==> config.mk <==
export PLATFORM = sky130hd
export DESIGN_NAME = mmt_core
export DESIGN_NICKNAME = d
export VERILOG_FILES = /design/src/mmt_pkg.sv /design/src/mmt_core.sv /design/src/mmt_sync.sv /design/src/mmt_settle.sv
export SDC_FILE = /design/constraint.sdc
export NUM_CORES = 1
export LEC_CHECK = 0
export ABC_AREA = 0
export ABC_CLOCK_PERIOD_IN_PS = 5850
export BUFFER_PORTS_ARGS = -buffer_cell sky130_fd_sc_hd__buf_2
export CAP_MARGIN = 20
export CORE_AREA = 2 2 185 223
export CTS_BUF_LIST = sky130_fd_sc_hd__clkbuf_4
export CTS_CLUSTER_SIZE = 40
export DETAILED_ROUTE_END_ITERATION = 10
export DIE_AREA = 0 0 187 225
export PLACE_DENSITY = 0.67
export SYNTH_ARGS = -nofsm -noshare
export SYNTH_HDL_FRONTEND = slang
export SYNTH_SLANG_ARGS = --single-unit
==> constraint.sdc <==
create_clock -name clk_i -period 5.85 [get_ports clk_i]
set_input_delay 0.2925 -clock clk_i [delete_from_list [all_inputs] [get_ports clk_i]]
set_output_delay 0.2925 -clock clk_i [all_outputs]
set_load 0.05 [all_outputs]
==> src/mmt_pkg.sv <==
// Constants and carrier types for the module management sequencer
package mmt_pkg;

	// Clock rate and times as specified
	localparam int unsigned CLK_MHZ        = 125;
	localparam int unsigned CYC_PER_US     = CLK_MHZ;
	localparam int unsigned CYC_PER_MS     = CLK_MHZ * 1000;
	localparam int unsigned T_INIT_MS      = 2000;
	localparam int unsigned T_SERIAL_MS    = 2000;
	localparam int unsigned T_RESET_MIN_US = 2;
	localparam int unsigned T_RXSQ_US      = 80;
	localparam int unsigned T_TXSQ_MS      = 400;
	localparam int unsigned RESET_MIN_CYC  = T_RESET_MIN_US * CYC_PER_US;
	localparam logic [7:0]  RESET_MIN_CNT  = 8'(RESET_MIN_CYC);

	// Sizes
	localparam int unsigned N_LANE  = 4;
	localparam int unsigned N_ALARM = 8;

	// Register byte offsets
	localparam logic [7:0] ADDR_STATUS = 8'h00;
	localparam logic [7:0] ADDR_FLAGS  = 8'h04;
	localparam logic [7:0] ADDR_CTRL   = 8'h08;
	localparam logic [7:0] ADDR_MASK   = 8'h0C;

	// Status word fields
	localparam int unsigned STAT_NOT_READY = 0;
	localparam int unsigned STAT_ATTN      = 1;
	localparam int unsigned STAT_PAGED     = 2;
	localparam int unsigned STAT_SERIAL    = 3;
	localparam int unsigned STAT_LOW_PWR   = 4;
	localparam int unsigned STAT_STOPS_LSB = 8;

	// Flag and mask word fields
	localparam int unsigned FLG_LOS_LSB   = 0;
	localparam int unsigned FLG_FAULT_LSB = 4;
	localparam int unsigned FLG_ALARM_LSB = 8;

	// Reset values
	localparam logic [13:0] CTRL_RST = 14'h0000;
	localparam logic [15:0] MASK_RST = 16'h0000;
	localparam logic [24:0] PINS_RST = 25'h000001B;

	typedef enum logic [1:0] {
		ST_HOLD = 2'b00,
		ST_INIT = 2'b01,
		ST_RUN  = 2'b10
	} mmt_state_e;

	typedef struct packed {
		logic [3:0] rate_sel;
		logic       sq_dis;
		logic       pdown;
		logic [3:0] rx_dis;
		logic [3:0] tx_dis;
	} mmt_ctrl_s;

	typedef struct packed {
		logic [7:0] alarm;
		logic [3:0] tx_lost;
		logic [3:0] tx_fault;
		logic [3:0] rx_los;
		logic       scl;
		logic       sda;
		logic       low_power_pin;
		logic       module_select_n;
		logic       module_reset_n;
	} mmt_pins_s;

	typedef struct packed {
		logic [3:0] tx_en;
		logic [3:0] rx_en;
		logic [3:0] rate_sel;
	} mmt_lane_s;

endpackage

==> src/mmt_core.sv <==
// Management control and status sequencer of a four-lane module
//
// The implementer's own choices: the address map and register access over Avalon-MM.
`timescale 1ns/10ps
module mmt_core #(
	parameter int unsigned INIT_CYC   = mmt_pkg::T_INIT_MS * mmt_pkg::CYC_PER_MS,
	parameter int unsigned SERIAL_CYC = mmt_pkg::T_SERIAL_MS * mmt_pkg::CYC_PER_MS,
	parameter int unsigned RXSQ_CYC   = mmt_pkg::T_RXSQ_US * mmt_pkg::CYC_PER_US,
	parameter int unsigned TXSQ_CYC   = mmt_pkg::T_TXSQ_MS * mmt_pkg::CYC_PER_MS
) (
	// Clock and reset
	input  wire logic               clk_i,
	input  wire logic               reset_i,
	// Avalon-MM slave
	input  wire logic [7:0]         address_i,
	input  wire logic               read_i,
	input  wire logic               write_i,
	input  wire logic [3:0]         byteenable_i,
	input  wire logic [31:0]        writedata_i,
	output logic      [31:0]        readdata_o,
	output logic                    waitrequest_o,
	// Sideband pins and lane status
	input  wire mmt_pkg::mmt_pins_s pins_i,
	// Module outputs
	output logic                    host_attention_n_o,
	output logic                    serial_respond_o,
	output logic                    power_low_o,
	output mmt_pkg::mmt_lane_s      lanes_o
);

	typedef struct packed {
		mmt_pkg::mmt_state_e st;
		logic [31:0]         cnt;
		logic [7:0]          low_cnt;
		logic                not_ready;
		logic                ser_ready;
		logic                done_flag;
		mmt_pkg::mmt_ctrl_s  ctrl;
		logic [15:0]         mask;
		logic [15:0]         flags;
		logic [15:0]         cond;
		logic                scl;
		logic                sda;
		logic [7:0]          stops;
		logic                waitreq;
		logic [31:0]         rdata;
		logic                attn_n;
		logic                ser_en;
		logic                pwr_low;
		mmt_pkg::mmt_lane_s  lanes;
	} mmt_core_s;

	localparam mmt_core_s CORE_RST = '{
		st:        mmt_pkg::ST_INIT,
		not_ready: 1'b1,
		ctrl:      mmt_pkg::CTRL_RST,
		mask:      mmt_pkg::MASK_RST,
		scl:       1'b1,
		sda:       1'b1,
		waitreq:   1'b1,
		attn_n:    1'b1,
		pwr_low:   1'b1,
		default:   '0
	};

	mmt_core_s          s;
	mmt_core_s          n;
	mmt_pkg::mmt_pins_s sy;
	logic [24:0]        sy_vec;
	logic [3:0]         rx_sq;
	logic [3:0]         tx_sq;
	logic               req;
	logic               acc;
	logic               lp;
	logic               pin_reset;
	logic [31:0]        be_mask;
	logic [15:0]        cond_now;
	logic [15:0]        rise;
	logic [31:0]        status_word;
	logic               run_lp;

	// Every pin crosses into the clock domain first
	mmt_sync #(
		.W       (25),
		.RST_VAL (mmt_pkg::PINS_RST)
	) u_sync (
		.clk_i   (clk_i),
		.reset_i (reset_i),
		.d_i     (pins_i),
		.q_o     (sy_vec)
	);

	assign sy = mmt_pkg::mmt_pins_s'(sy_vec);

	// Squelch detectors, one pair per lane
	for (genvar g = 0; g < mmt_pkg::N_LANE; g++) begin : g_lane
		mmt_settle #(
			.CYC     (RXSQ_CYC)
		) u_rx_sq (
			.clk_i   (clk_i),
			.reset_i (reset_i),
			.level_i (sy.rx_los[g]),
			.level_o (rx_sq[g])
		);
		mmt_settle #(
			.CYC     (TXSQ_CYC)
		) u_tx_sq (
			.clk_i   (clk_i),
			.reset_i (reset_i),
			.level_i (sy.tx_lost[g]),
			.level_o (tx_sq[g])
		);
	end

	always_comb begin
		n = s;
		req = read_i | write_i;
		acc = req & ~s.waitreq;
		be_mask = {{8{byteenable_i[3]}}, {8{byteenable_i[2]}}, {8{byteenable_i[1]}}, {8{byteenable_i[0]}}};
		cond_now = '0;
		cond_now[mmt_pkg::FLG_LOS_LSB +: 4] = sy.rx_los;
		cond_now[mmt_pkg::FLG_FAULT_LSB +: 4] = sy.tx_fault;
		cond_now[mmt_pkg::FLG_ALARM_LSB +: 8] = sy.alarm;
		rise = cond_now & ~s.cond;
		lp = sy.low_power_pin | s.ctrl.pdown;
		pin_reset = ~sy.module_reset_n & (s.low_cnt == mmt_pkg::RESET_MIN_CNT);
		run_lp = (s.st == mmt_pkg::ST_RUN) & ~lp;

		status_word = '0;
		status_word[mmt_pkg::STAT_NOT_READY] = s.not_ready;
		status_word[mmt_pkg::STAT_ATTN] = s.attn_n;
		status_word[mmt_pkg::STAT_PAGED] = 1'b1;
		status_word[mmt_pkg::STAT_SERIAL] = s.ser_ready;
		status_word[mmt_pkg::STAT_LOW_PWR] = s.pwr_low;
		status_word[mmt_pkg::STAT_STOPS_LSB +: 8] = s.stops;

		// One wait cycle per request; data stands while waitrequest is low
		n.waitreq = ~(req & s.waitreq);
		if (read_i & s.waitreq) begin
			case (address_i)
				mmt_pkg::ADDR_STATUS: n.rdata = status_word;
				mmt_pkg::ADDR_FLAGS:  n.rdata = {16'h0000, s.flags};
				mmt_pkg::ADDR_CTRL:   n.rdata = {18'h00000, s.ctrl};
				mmt_pkg::ADDR_MASK:   n.rdata = {16'h0000, s.mask};
				default:              n.rdata = 32'h00000000;
			endcase
		end

		// writes act at the accepting edge
		if (acc & write_i & (address_i == mmt_pkg::ADDR_CTRL)) begin
			n.ctrl = mmt_pkg::mmt_ctrl_s'(14'((32'(s.ctrl) & ~be_mask) | (writedata_i & be_mask)));
		end
		if (acc & write_i & (address_i == mmt_pkg::ADDR_MASK)) begin
			n.mask = 16'(({16'h0000, s.mask} & ~be_mask) | (writedata_i & be_mask));
		end

		// clear on read, set wins below
		n.cond = cond_now;
		if (acc & read_i & (address_i == mmt_pkg::ADDR_FLAGS)) begin
			n.flags = '0;
		end
		if (s.st == mmt_pkg::ST_RUN) begin
			n.flags = n.flags | rise;
		end
		if (acc & read_i & (address_i == mmt_pkg::ADDR_STATUS)) begin
			n.done_flag = 1'b0;
		end

		if (!sy.module_reset_n) begin
			if (s.low_cnt != mmt_pkg::RESET_MIN_CNT) begin
				n.low_cnt = s.low_cnt + 8'h01;
			end
		end else begin
			n.low_cnt = '0;
		end

		case (s.st)
			mmt_pkg::ST_HOLD: begin
				if (sy.module_reset_n) begin
					n.st = mmt_pkg::ST_INIT;
					n.cnt = '0;
				end
			end
			mmt_pkg::ST_INIT: begin
				n.cnt = s.cnt + 32'h00000001;
				if (s.cnt == 32'(SERIAL_CYC - 1)) begin
					n.ser_ready = 1'b1;
				end
				if (s.cnt == 32'(INIT_CYC - 1)) begin
					n.st = mmt_pkg::ST_RUN;
					n.not_ready = 1'b0;
					n.ser_ready = 1'b1;
					n.done_flag = 1'b1;
				end
			end
			mmt_pkg::ST_RUN: begin
				n.st = mmt_pkg::ST_RUN;
			end
			default: begin
				n.st = mmt_pkg::ST_HOLD;
			end
		endcase

		if (pin_reset) begin
			n.st = mmt_pkg::ST_HOLD;
			n.cnt = '0;
			n.not_ready = 1'b1;
			n.ser_ready = 1'b0;
			n.done_flag = 1'b0;
			n.ctrl = mmt_pkg::CTRL_RST;
			n.mask = mmt_pkg::MASK_RST;
			n.flags = '0;
		end

		n.ser_en = s.ser_ready & ~sy.module_select_n;
		n.scl = sy.scl;
		n.sda = sy.sda;
		// Stop condition seen while selected adds one to the stop count
		if (s.ser_en & s.scl & sy.scl & ~s.sda & sy.sda) begin
			n.stops = s.stops + 8'h01;
		end

		n.pwr_low = lp | (s.st != mmt_pkg::ST_RUN);
		n.attn_n = ~((|(s.flags & ~s.mask)) | s.done_flag);
		n.lanes.rate_sel = s.ctrl.rate_sel;
		n.lanes.tx_en = {4{run_lp}} & ~s.ctrl.tx_dis & ~(tx_sq & {4{~s.ctrl.sq_dis}});
		n.lanes.rx_en = {4{run_lp}} & ~s.ctrl.rx_dis & ~(rx_sq & {4{~s.ctrl.sq_dis}});
	end

	always_ff @(posedge clk_i) begin
		if (reset_i) begin
			s <= CORE_RST;
		end else begin
			s <= n;
		end
	end

	assign readdata_o = s.rdata;
	assign waitrequest_o = s.waitreq;
	assign host_attention_n_o = s.attn_n;
	assign serial_respond_o = s.ser_en;
	assign power_low_o = s.pwr_low;
	assign lanes_o = s.lanes;
endmodule

==> src/mmt_sync.sv <==
// Two-stage synchroniser for a group of pin inputs
`timescale 1ns/10ps
module mmt_sync #(
	parameter int unsigned     W       = 1,
	parameter logic [W-1:0]    RST_VAL = '0
) (
	// Clock and reset
	input  wire logic         clk_i,
	input  wire logic         reset_i,
	// Data
	input  wire logic [W-1:0] d_i,
	output logic      [W-1:0] q_o
);

	typedef struct packed {
		logic [W-1:0] s1;
		logic [W-1:0] s2;
	} mmt_sync_s;

	mmt_sync_s s;
	mmt_sync_s n;

	always_comb begin
		n = s;
		n.s1 = d_i;
		n.s2 = s.s1;
	end

	always_ff @(posedge clk_i) begin
		if (reset_i) begin
			s <= '{s1: RST_VAL, s2: RST_VAL};
		end else begin
			s <= n;
		end
	end

	assign q_o = s.s2;

endmodule

==> src/mmt_settle.sv <==
// Level follower that moves only after a fixed settle count
`timescale 1ns/10ps
module mmt_settle #(
	parameter int unsigned CYC = 1
) (
	// Clock and reset
	input  wire logic clk_i,
	input  wire logic reset_i,
	// Level
	input  wire logic level_i,
	output logic      level_o
);

	typedef struct packed {
		logic [31:0] cnt;
		logic        lvl;
	} mmt_settle_s;

	mmt_settle_s s;
	mmt_settle_s n;

	// Short glitches restart the count, so the output never chatters
	always_comb begin
		n = s;
		if (level_i == s.lvl) begin
			n.cnt = '0;
		end else if (s.cnt == 32'(CYC - 1)) begin
			n.lvl = level_i;
			n.cnt = '0;
		end else begin
			n.cnt = s.cnt + 32'h00000001;
		end
	end

	always_ff @(posedge clk_i) begin
		if (reset_i) begin
			s <= '0;
		end else begin
			s <= n;
		end
	end

	assign level_o = s.lvl;

endmodule

After elaboration in Yosys (flattened, before gate mapping) --
Index checks and enable logic that the tools add are counted. Widths: inputs -> output; s select.
Word-level totals: bits in registers 479, latch bits 0, bits in writable memories 0, memory bits (read-only) 0, bits of input ports 73, output and inout bits 48, logic and storage cells 178, memories 0
Operators by class: add/subtract/negate cells 11, $mul 0, div/mod/pow operators 0, $lt $le $gt $ge 0, equality and inequality tests 29, shift-type cells 0, mux-type cells 11, bitwise operators 57, reduce and logical (&&, ||, !) cells 26
Operators by type and width (count):
- $add 32x1->32 const B | 9
- $eq 32x14->1 const B | 4
- $eq 32x26->1 const B | 4
- $and 16x16->16 | 4
- $pmux 16 s4 | 1
- $pmux 32 s2 | 1
- $not 16->16 | 3
- $mux 34 | 1
- $mux 33 | 1
- $eq 32x28->1 const B | 1
- $mux 16 | 2
- $or 16x16->16 | 2
- $and 4x4->4 | 6
- $reduce_and 2->1 | 12
- $reduce_or 3->1 | 8
- $add 8x1->8 const B | 2
- $and 1x1->1 | 16
- $eq 8x4->1 const B | 2
- $not 1->1 | 16
- $not 4->4 | 4
- $reduce_or 16->1 | 1
- $and 14x14->14 | 1
- $or 14x14->14 | 1
- $eq 1x1->1 | 8
- other kinds (17) | 24

Depth between registers and ports, before layout --
Gate-level depths: netlist of the first run.
depth in word-level cells 7, gate-level depth with buffers 9, depth with buffers taken out 7

Modules after synthesis --
Synthesis of the first run repeated with hierarchy kept, for this count alone.
Unflattened totals: cells, all modules 2322, area, all modules 20941.3 um^2
By module, submodules not included:
- mmt_settle (g_lane[0].u_rx_sq ...) | instances 4, cells an instance 188, area each 1667.8 um^2
- mmt_core | instances 1, cells an instance 741, area each 6633.9 um^2
- mmt_settle (g_lane[0].u_tx_sq ...) | instances 4, cells an instance 181, area each 1572.8 um^2
- mmt_sync | instances 1, cells an instance 105, area each 1345.0 um^2

Worst setup path before layout of the first run --
OpenSTA, ideal clock, no wires.
path type reg-to-reg, from register s (netlist bit waitrequest_o), to register (tool-made name), arrival 1.839 ns, required time 5.722 ns, path slack 3.884 ns, cell stages (with the launch flop) 7, buffers on the path 2, clock period less this slack 1.966 ns, cells stage by stage dfxtp_1 clkbuf_1 and3b_1 clkbuf_1 nand3_1 mux2i_1 nor2_1
RTL lines:
- start, declared | line mmt_core.sv:66 | mmt_core_s s;
- start signal, assigned | line mmt_core.sv:234 | s <= n;

Final worst setup path of the first run --
from register s[123] (netlist bit), to register s[148] (netlist bit)
Between the ends: word-level cells in the longest chain between the ends 3
Ends and longest elaborated chain:
- $eq 8x8->1 | line mmt_core.sv:126 | pin_reset = ~sy.module_reset_n & (s.low_cnt == mmt_pkg::RESET_MIN_CNT);
- $and 1x1->1 | line mmt_core.sv:126
- $reduce_or 2->1 (no line)
Every way passes these cells. A chain may end at the register's enable or synchronous reset.

==> metrics.md, run 1 <==
| Metric | Value |
|---|---|
| Pwr Density | `273 nW/um^2` |
| Ranking of synthesized cells by area | `dfxtp_1 47%, nor2_1 7.7%, xnor2_1 6.3%, xor2_1 5.9%, nand3_1 3.3%` |
| Status | `completed` |
| Startpoint types | `register` |
| Post-Synthesis Cells | `2,243` |
| Number of global-route vias before repair | `15,000` |
| Area Overhead vs Synth | `12.5%` |
| Crit path kind | `reg -> reg` |
| Remaining antenna violation count | `0` |
| Die H | `225 um` |
| 1st-pass router iterations | `5` |
| Seq/Total Area, Yosys | `0.469` |
| Post-route setup slack | `3.17 ns` |
| Num CTS Buffers | `114` |
| Yosys Warn Count | `0` |
| First-pass GRT wire length | `69.8 mm` |
| DR vias/cell | `5.20` |
| # fillers | `3,712` |
| Drt total wl | `41.7 mm` |
| Nets | `2,474` |
| Post-DP HPWL | `28.1 mm` |
| Pre-CTS WS | `3.04 ns` |
| DR WL/cell | `13.9 um` |
| Post-synthesis cell area | `19,800 sq um` |
| Largest net degree at the start of global routing | `64` |
| Critical Path RT | `6.48 ns` |
| Share of layout cells above drive strength 1 | `0.126` |
| Fmax | `0.373 GHz` |
| CTS tree | `done` |
| Area fraction of the dominant cell type after synthesis | `0.469` |
| Final Power | `6.08 mW` |
| Ports | `121` |
| Routability cong. | `0.825` |
| Max-cap violations | `0` |
| Worst Hold Class | `in -> reg` |
| Number of port buffers | `86` |
| Clock latency on the worst-skew pair | `0.81 ns` |
| Unrepaired setup endpoints after global routing | `no` |
| DRC viols | `0` |
| Post-route minimum period | `2.68 ns` |
| Post-synth EDFFs | `0` |
| Synth Register Bits | `463` |
| Core area | `39,700 sq um` |
| CP Capture Type | `register` |
| Initial Utilization | `0.497` |
| Post-synthesis cell type count | `63` |
| Top_reg_cell synth | `dfxtp_1` |
| H-tree depth | `3` |
| Die area | `42,100 sq um` |
| Clock tree buffer depth | `3` |
| Row count | `80` |
| Antenna violations before repair | `1` |
| Clk slew on worst S/H paths | `0.06 ns` |
| Async set or reset register ratio after synthesis | `0` |
| GR Overflow Total | `0` |
| WP data arrival | `3.31 ns` |
| Clock sinks | `463` |
| Worst IR Drop VDD | `134 uV` |
| Setup Buffers After CTS | `0` |
| Max Slew Vio Count | `0` |
| Finish-stage setup viols | `0` |
| Leak | `7.73 nW` |
| Slew margin rel. | `0.247` |
| Via count | `15,600` |
| Worst Path Max Fanout | `53` |
| Area occupied by multi-input gates | `9570 sq um` |
| Register Area | `9270 sq um` |
| Die X | `187 um` |
| Layout Skew | `0.0397 ns` |
| Final hold violation count | `0` |
| Final core occ | `0.559` |
| Final setup TNS | `0 ns` |
| Synth area leader | `dfxtp_1` |
| Clock root buffer | `clkbuf_4` |
| Worst-Margin Slew | `1.12 ns` |
| 1st-iter DRT viols | `813` |
| Period utilization | `0.458` |
| Gr usage total | `0.197` |
| Syn_area_per_cell | `8.81 sq um` |
-- routing by layer --
layer	vias up	track usage	routed length, um
li1	7924	-	-
met1	7262	0.248	19300
met2	340	0.328	19500
met5	-	0	0
met4	0	0.0891	1090
met3	68	0.0385	1870
-- Yosys cell counts (3+ instances only) --
cell type / instances
nor4_2: 8
clkbuf_1: 59
nand4b_1: 3
nor2_1: 405
a22o_1: 3
buf_4: 47
o21ai_0: 36
nor4b_1: 8
nand2_1: 144
nor4_1: 70
a22oi_1: 16
and4_1: 38
or4_1: 4
xor2_1: 134
xnor2_1: 143
nand4_1: 93
and2_1: 7
mux2_2: 5
buf_1: 5
nand3_1: 131
buf_2: 21
inv_1: 54
and3_1: 36
or2_2: 16
dfxtp_1: 463
o22ai_1: 5
a21oi_1: 52
buf_8: 3
mux2i_1: 38
nor2b_1: 76
ha_1: 15
or3_1: 21
nor3_1: 46
-- area by class of cell --
class                      instances  share of cell area
multi-input combinational       1602               0.431
timing repair buffer             151              0.0502
sequential                       463               0.417
tap                              533              0.0300
antenna                            2            0.000225
clock inverter                    30             0.00664
clock buffer                     166              0.0561
inverter                          54             0.00912
-- final timing paths --
path,from,to,slack (ns),cells after the start
setup / recovery,s[123],s[148],3.17,7
hold / removal,address_i[2],s[120],0.12,3
setup reg to reg,s[123],s[148],3.17,7
hold reg to reg,u_sync.q_o[1],serial_respond_o,0.39,1
-- repair_timing --
item / CTS / global route
endpoints found under the setup margin: 0 / 0
gates resized for setup: 0 / 0
hold buffers: 56 / 0
hold endpoints to repair: 91 / 0
-- report_power, final --
group	total [mW]	internal, mW	leakage (nW)	switching, mW
logic	0.295	0.108	3.15	0.187
registers	3.22	3.19	3.74	0.0248
clock network	2.56	1.33	0.838	1.23
total	6.08	4.63	7.73	1.44
-- state kept, by name (all words and copies together) (netlist names), named ones only --
name,flops
g_lane.u_rx_sq.s,128
g_lane.u_tx_sq.s,128
s,87
u_sync.n,25
u_sync.q_o,25
readdata_o,16
lanes_o,12
g_lane.u_rx_sq.level_o,4
g_lane.u_tx_sq.level_o,4
host_attention_n_o,1
power_low_o,1
serial_respond_o,1
waitrequest_o,1
-- kinds of logic (layout without fill, tap and decap cells) --
logic type,count (synthesis),count (layout),synth area share
flip-flops,463,463,0.469
adder cells (fa/ha/maj),15,15,0.00950
XOR/XNOR,277,277,0.123
AO/OA/AOI/OAI,125,125,0.0371
AND/OR/NAND/NOR,1126,1126,0.289
buffers and inverters,193,401,0.0497
multiplexers,43,43,0.0221
other,1,18,0.000190
-- critical path, cell delays in order (launching register included) --
cell	delay, ns
dfxtp_1	0.33
inv_1	0.10
ha_1	0.16
nand4b_1	0.12
nor3_1	0.23
or2_2	0.82
a31o_2	0.63
nor2_1	0.12
-- per-stage QoR --
stage	std cells	hold slack, ns	cell area (sq um)
floorplan	2258	0.373	19800
global placement	2742	0.380	20200
detailed placement	2743	0.385	20200
CTS	2995	0.0261	22100
global route	3001	0.117	22200
finish	3001	0.125	22200
-- layout by cell type (no fill, tap or decap), types with 23 or more instances in the layout --
master / n
mux2i_1: 38
and4_1: 38
nor2_1: 405
a21oi_1: 52
clkinv_1: 23
dlygate4sd3_1: 56
xnor2_1: 143
and3_1: 36
nand2_1: 144
nor3_1: 46
nand4_1: 93
xor2_1: 134
dfxtp_1: 463
o21ai_0: 36
inv_1: 54
nor4_1: 70
nand3_1: 131
buf_2: 86
clkbuf_4: 166
nor2b_1: 76
No activity file was read; power rests on OpenSTA's default activity.
==> run 2, diff against run 1 <==
Settings changed: ABC_AREA 0 to 1, ABC_CLOCK_PERIOD_IN_PS 5850 to 2600, CORE_AREA 2 2 185 223 to 2 2 198 238, DIE_AREA 0 0 187 225 to 0 0 200 240.
Clock period 5.85 ns to 2.6 ns, I/O delays scaled along.
==> metrics.md, run 2 <==
| Metric | Value |
|---|---|
| Status | `completed` |
| Synth Register Bits | `463` |
| Critical Path RT | `3.42 ns` |
| Synth top cells by count | `870 x nand2_1, 588 x nor2_1, 492 x inv_1` |
| Met1 usage | `0.291` |
| DR vias/cell | `4.83` |
| Yosys Warn Count | `0` |
| Die area | `48,000 sq um` |
| Largest net degree at the start of global routing | `55` |
| Antenna violations before repair | `5` |
| Clock latency on the worst-skew pair | `0.87 ns` |
| DRC viols | `0` |
| Routability cong. | `0.942` |
| CTS tree | `done` |
| Most frequent cells in the layout | `870 x nand2_1, 588 x nor2_1, 492 x inv_1, 463 x dfxtp_1, 183 x a21oi_1` |
| Max Slew Vio Count | `0` |
| Nets | `3,755` |
| Period utilization | `0.940` |
| WP data arrival | `3.26 ns` |
| Die X | `200 um` |
| Slew margin rel. | `0.483` |
| CP Capture Type | `register` |
| Clock tree buffer depth | `3` |
| Post-synthesis cell type count | `46` |
| Worst IR Drop VDD | `386 uV` |
| Clk slew on worst S/H paths | `0.07 ns` |
| Setup Buffers After CTS | `0` |
| Number of global-route vias before repair | `19,900` |
| Ranking of synthesized cells by area | `dfxtp_1 41%, nand2_1 14%, nor2_1 9.8%, inv_1 8.2%, a21oi_1 4.1%` |
| Post-route minimum period | `2.45 ns` |
| Fin cells | `4,368` |
| Top-count cell post-synth | `nand2_1` |
| Clock sinks | `463` |
| Final setup TNS | `0 ns` |
| Placed cells | `4,055` |
| Fmax | `0.409 GHz` |
| Post-synth EDFFs | `0` |
| Number of port buffers | `86` |
| Share of layout cells above drive strength 1 | `0.0912` |
| Internal power | `10.5 mW` |
| Row count | `86` |
| Num CTS Buffers | `118` |
| Unrepaired setup endpoints after global routing | `no` |
| First-pass GRT wire length | `93.0 mm` |
| Most common cell after layout, fill and taps aside | `nand2_1` |
| Net Sw Power | `3.25 mW` |
| Grt peak-use layer | `met2` |
| Via count | `21,100` |
| Worst Hold Class | `in -> reg` |
| Clock root buffer | `clkbuf_4` |
| Met3 Usage GRT | `0.0419` |
| Switching share of power | `0.236` |
| Seq/Total Area, Yosys | `0.410` |
| H-tree depth | `3` |
| DR WL/cell | `12.8 um` |
| Crit path kind | `in -> reg` |
| Finish-stage setup viols | `0` |
| 1st-pass router iterations | `5` |
| Post-route cell area | `26,000 sq um` |
| Post-Synthesis Cells | `3,414` |
| Gr usage total | `0.237` |
| Async set or reset register ratio after synthesis | `0` |
| GR Overflow Total | `0` |
| Area Overhead vs Synth | `15.0%` |
| Initial Utilization | `0.494` |
| Die H | `240 um` |
| Remaining antenna violation count | `0` |
| Core area | `45,700 sq um` |
| Top_reg_cell synth | `dfxtp_1` |
| Worst Path Max Fanout | `10` |
| 1st-iter DRT viols | `1,043` |
| Post-synthesis cell area | `22,600 sq um` |
| Startpoint types | `input port` |
| Pwr Density | `530 nW/um^2` |
| GR met2 Demand/Resource | `0.411` |
| Leak | `9.72 nW` |
| Syn_area_per_cell | `6.62 sq um` |
| Drt total wl | `56.1 mm` |
| Logic pwr share | `0.033` |
| Dpl cell area | `23,400 sq um` |
| Sequential share of power | `0.521` |
| Clk pwr share | `0.446` |
| Largest regs | `g_lane.u_rx_sq.s: 128 flops, g_lane.u_tx_sq.s: 128 flops, s: 87 flops` |
| Post-DP HPWL | `41.4 mm` |
| Worst-Margin Slew | `0.773 ns` |
| Area fraction of the dominant cell type after synthesis | `0.410` |
| Max-cap violations | `0` |
| Ports | `121` |
| WHS | `0.137 ns` |
| Final hold violation count | `0` |
| Synth area leader | `dfxtp_1` |
| Layout Skew | `0.0696 ns` |
==> run 2: cell count changes after synthesis, moves of 31 or more <==
cell / change
nand2_1: +726
inv_1: +438
nor2_1: +183
a21oi_1: +131
xnor2_1: -117
nor3_1: +98
nor2b_1: -75
nor4_1: -65
o21ai_0: +65
xor2_1: -56
and4_1: -38
mux2i_1: -38
clkbuf_1: -33
and3_1: -31
==> run 2: kinds of logic after synthesis <==
logic type,after synthesis,share of synthesized area
adders and majority gates,15,0.00831
xor gates and xnor gates,104,0.0403
and+or+nand+nor,1921,0.358
other,1,0.000166
DFF,463,0.410
AOI/OAI and AO/OA,312,0.0720
buffers and inverters,598,0.111
==> run 2: final timing paths <==
path	from	endpoint	slack, ns	depth (start not counted)
worst min-delay path	address_i[7]	readdata_o[13]	0.14	9
worst min register to register	u_sync.n[13]	u_sync.q_o[13]	0.38	2
worst max register to register	waitrequest_o	register	0.17	5
worst max-delay path	address_i[1]	register	0.15	10
==> run 2: per-stage QoR <==
step	utilization	power [mW]	worst slack, ns
finish	0.568	13.8	0.155
floorplan	-	7.56	0.905
global placement	0.512	7.66	0.362
CTS	0.568	14.0	0.0801
global route	0.568	14.4	0.0263
detailed placement	0.512	7.66	0.314
==> run 2: routing by layer <==
layer,share of wire,vias to the layer above
met5,0.00055,-
met4,0.027,4
met3,0.055,112
met2,0.48,428
met1,0.44,9348
li1,-,11200
==> run 2: critical path, cell delays in order <==
cell and delay [ns]:
dlygate4sd3_1 0.53, buf_2 0.13, inv_1 0.04, nand2_1 0.07
nor2_1 0.28, and2_1 0.35, nand3_2 0.24, dlygate4sd3_1 0.75
a21oi_1 0.18, dlygate4sd3_1 0.56
==> run 2: power groups by stage <==
| stage | Sequential, mW | Combinational (mW) | Clock [mW] |
|---|---|---|---|
| 2_1_floorplan | 7.33 | 0.232 | 0 |
| 3_3_place_gp | 7.33 | 0.325 | 0 |
| 3_5_place_dp | 7.33 | 0.328 | 0 |
| 4_1_cts | 7.17 | 0.448 | 6.37 |
| 5_1_grt | 7.17 | 0.498 | 6.75 |
| 6_report | 7.17 | 0.450 | 6.14 |
==> run 2: repair_timing <==
action	4_1_cts	5_1_grt
resized for setup	0	1
hold buffers	108	0
endpoints found under the setup margin	0	1
endpoints found under the hold margin	116	0
==> run 2: area by class of cell <==
cell class              instances  area [sq um]
well taps                     616           771
repair buffers                220          1710
clock buffers                 171          1280
fillers                      4613         19800
flip-flops and latches        463          9270
diodes                          2          5.00
multi-input cells            2368         10900
clock inverters                32           189
inverters                     496          1860
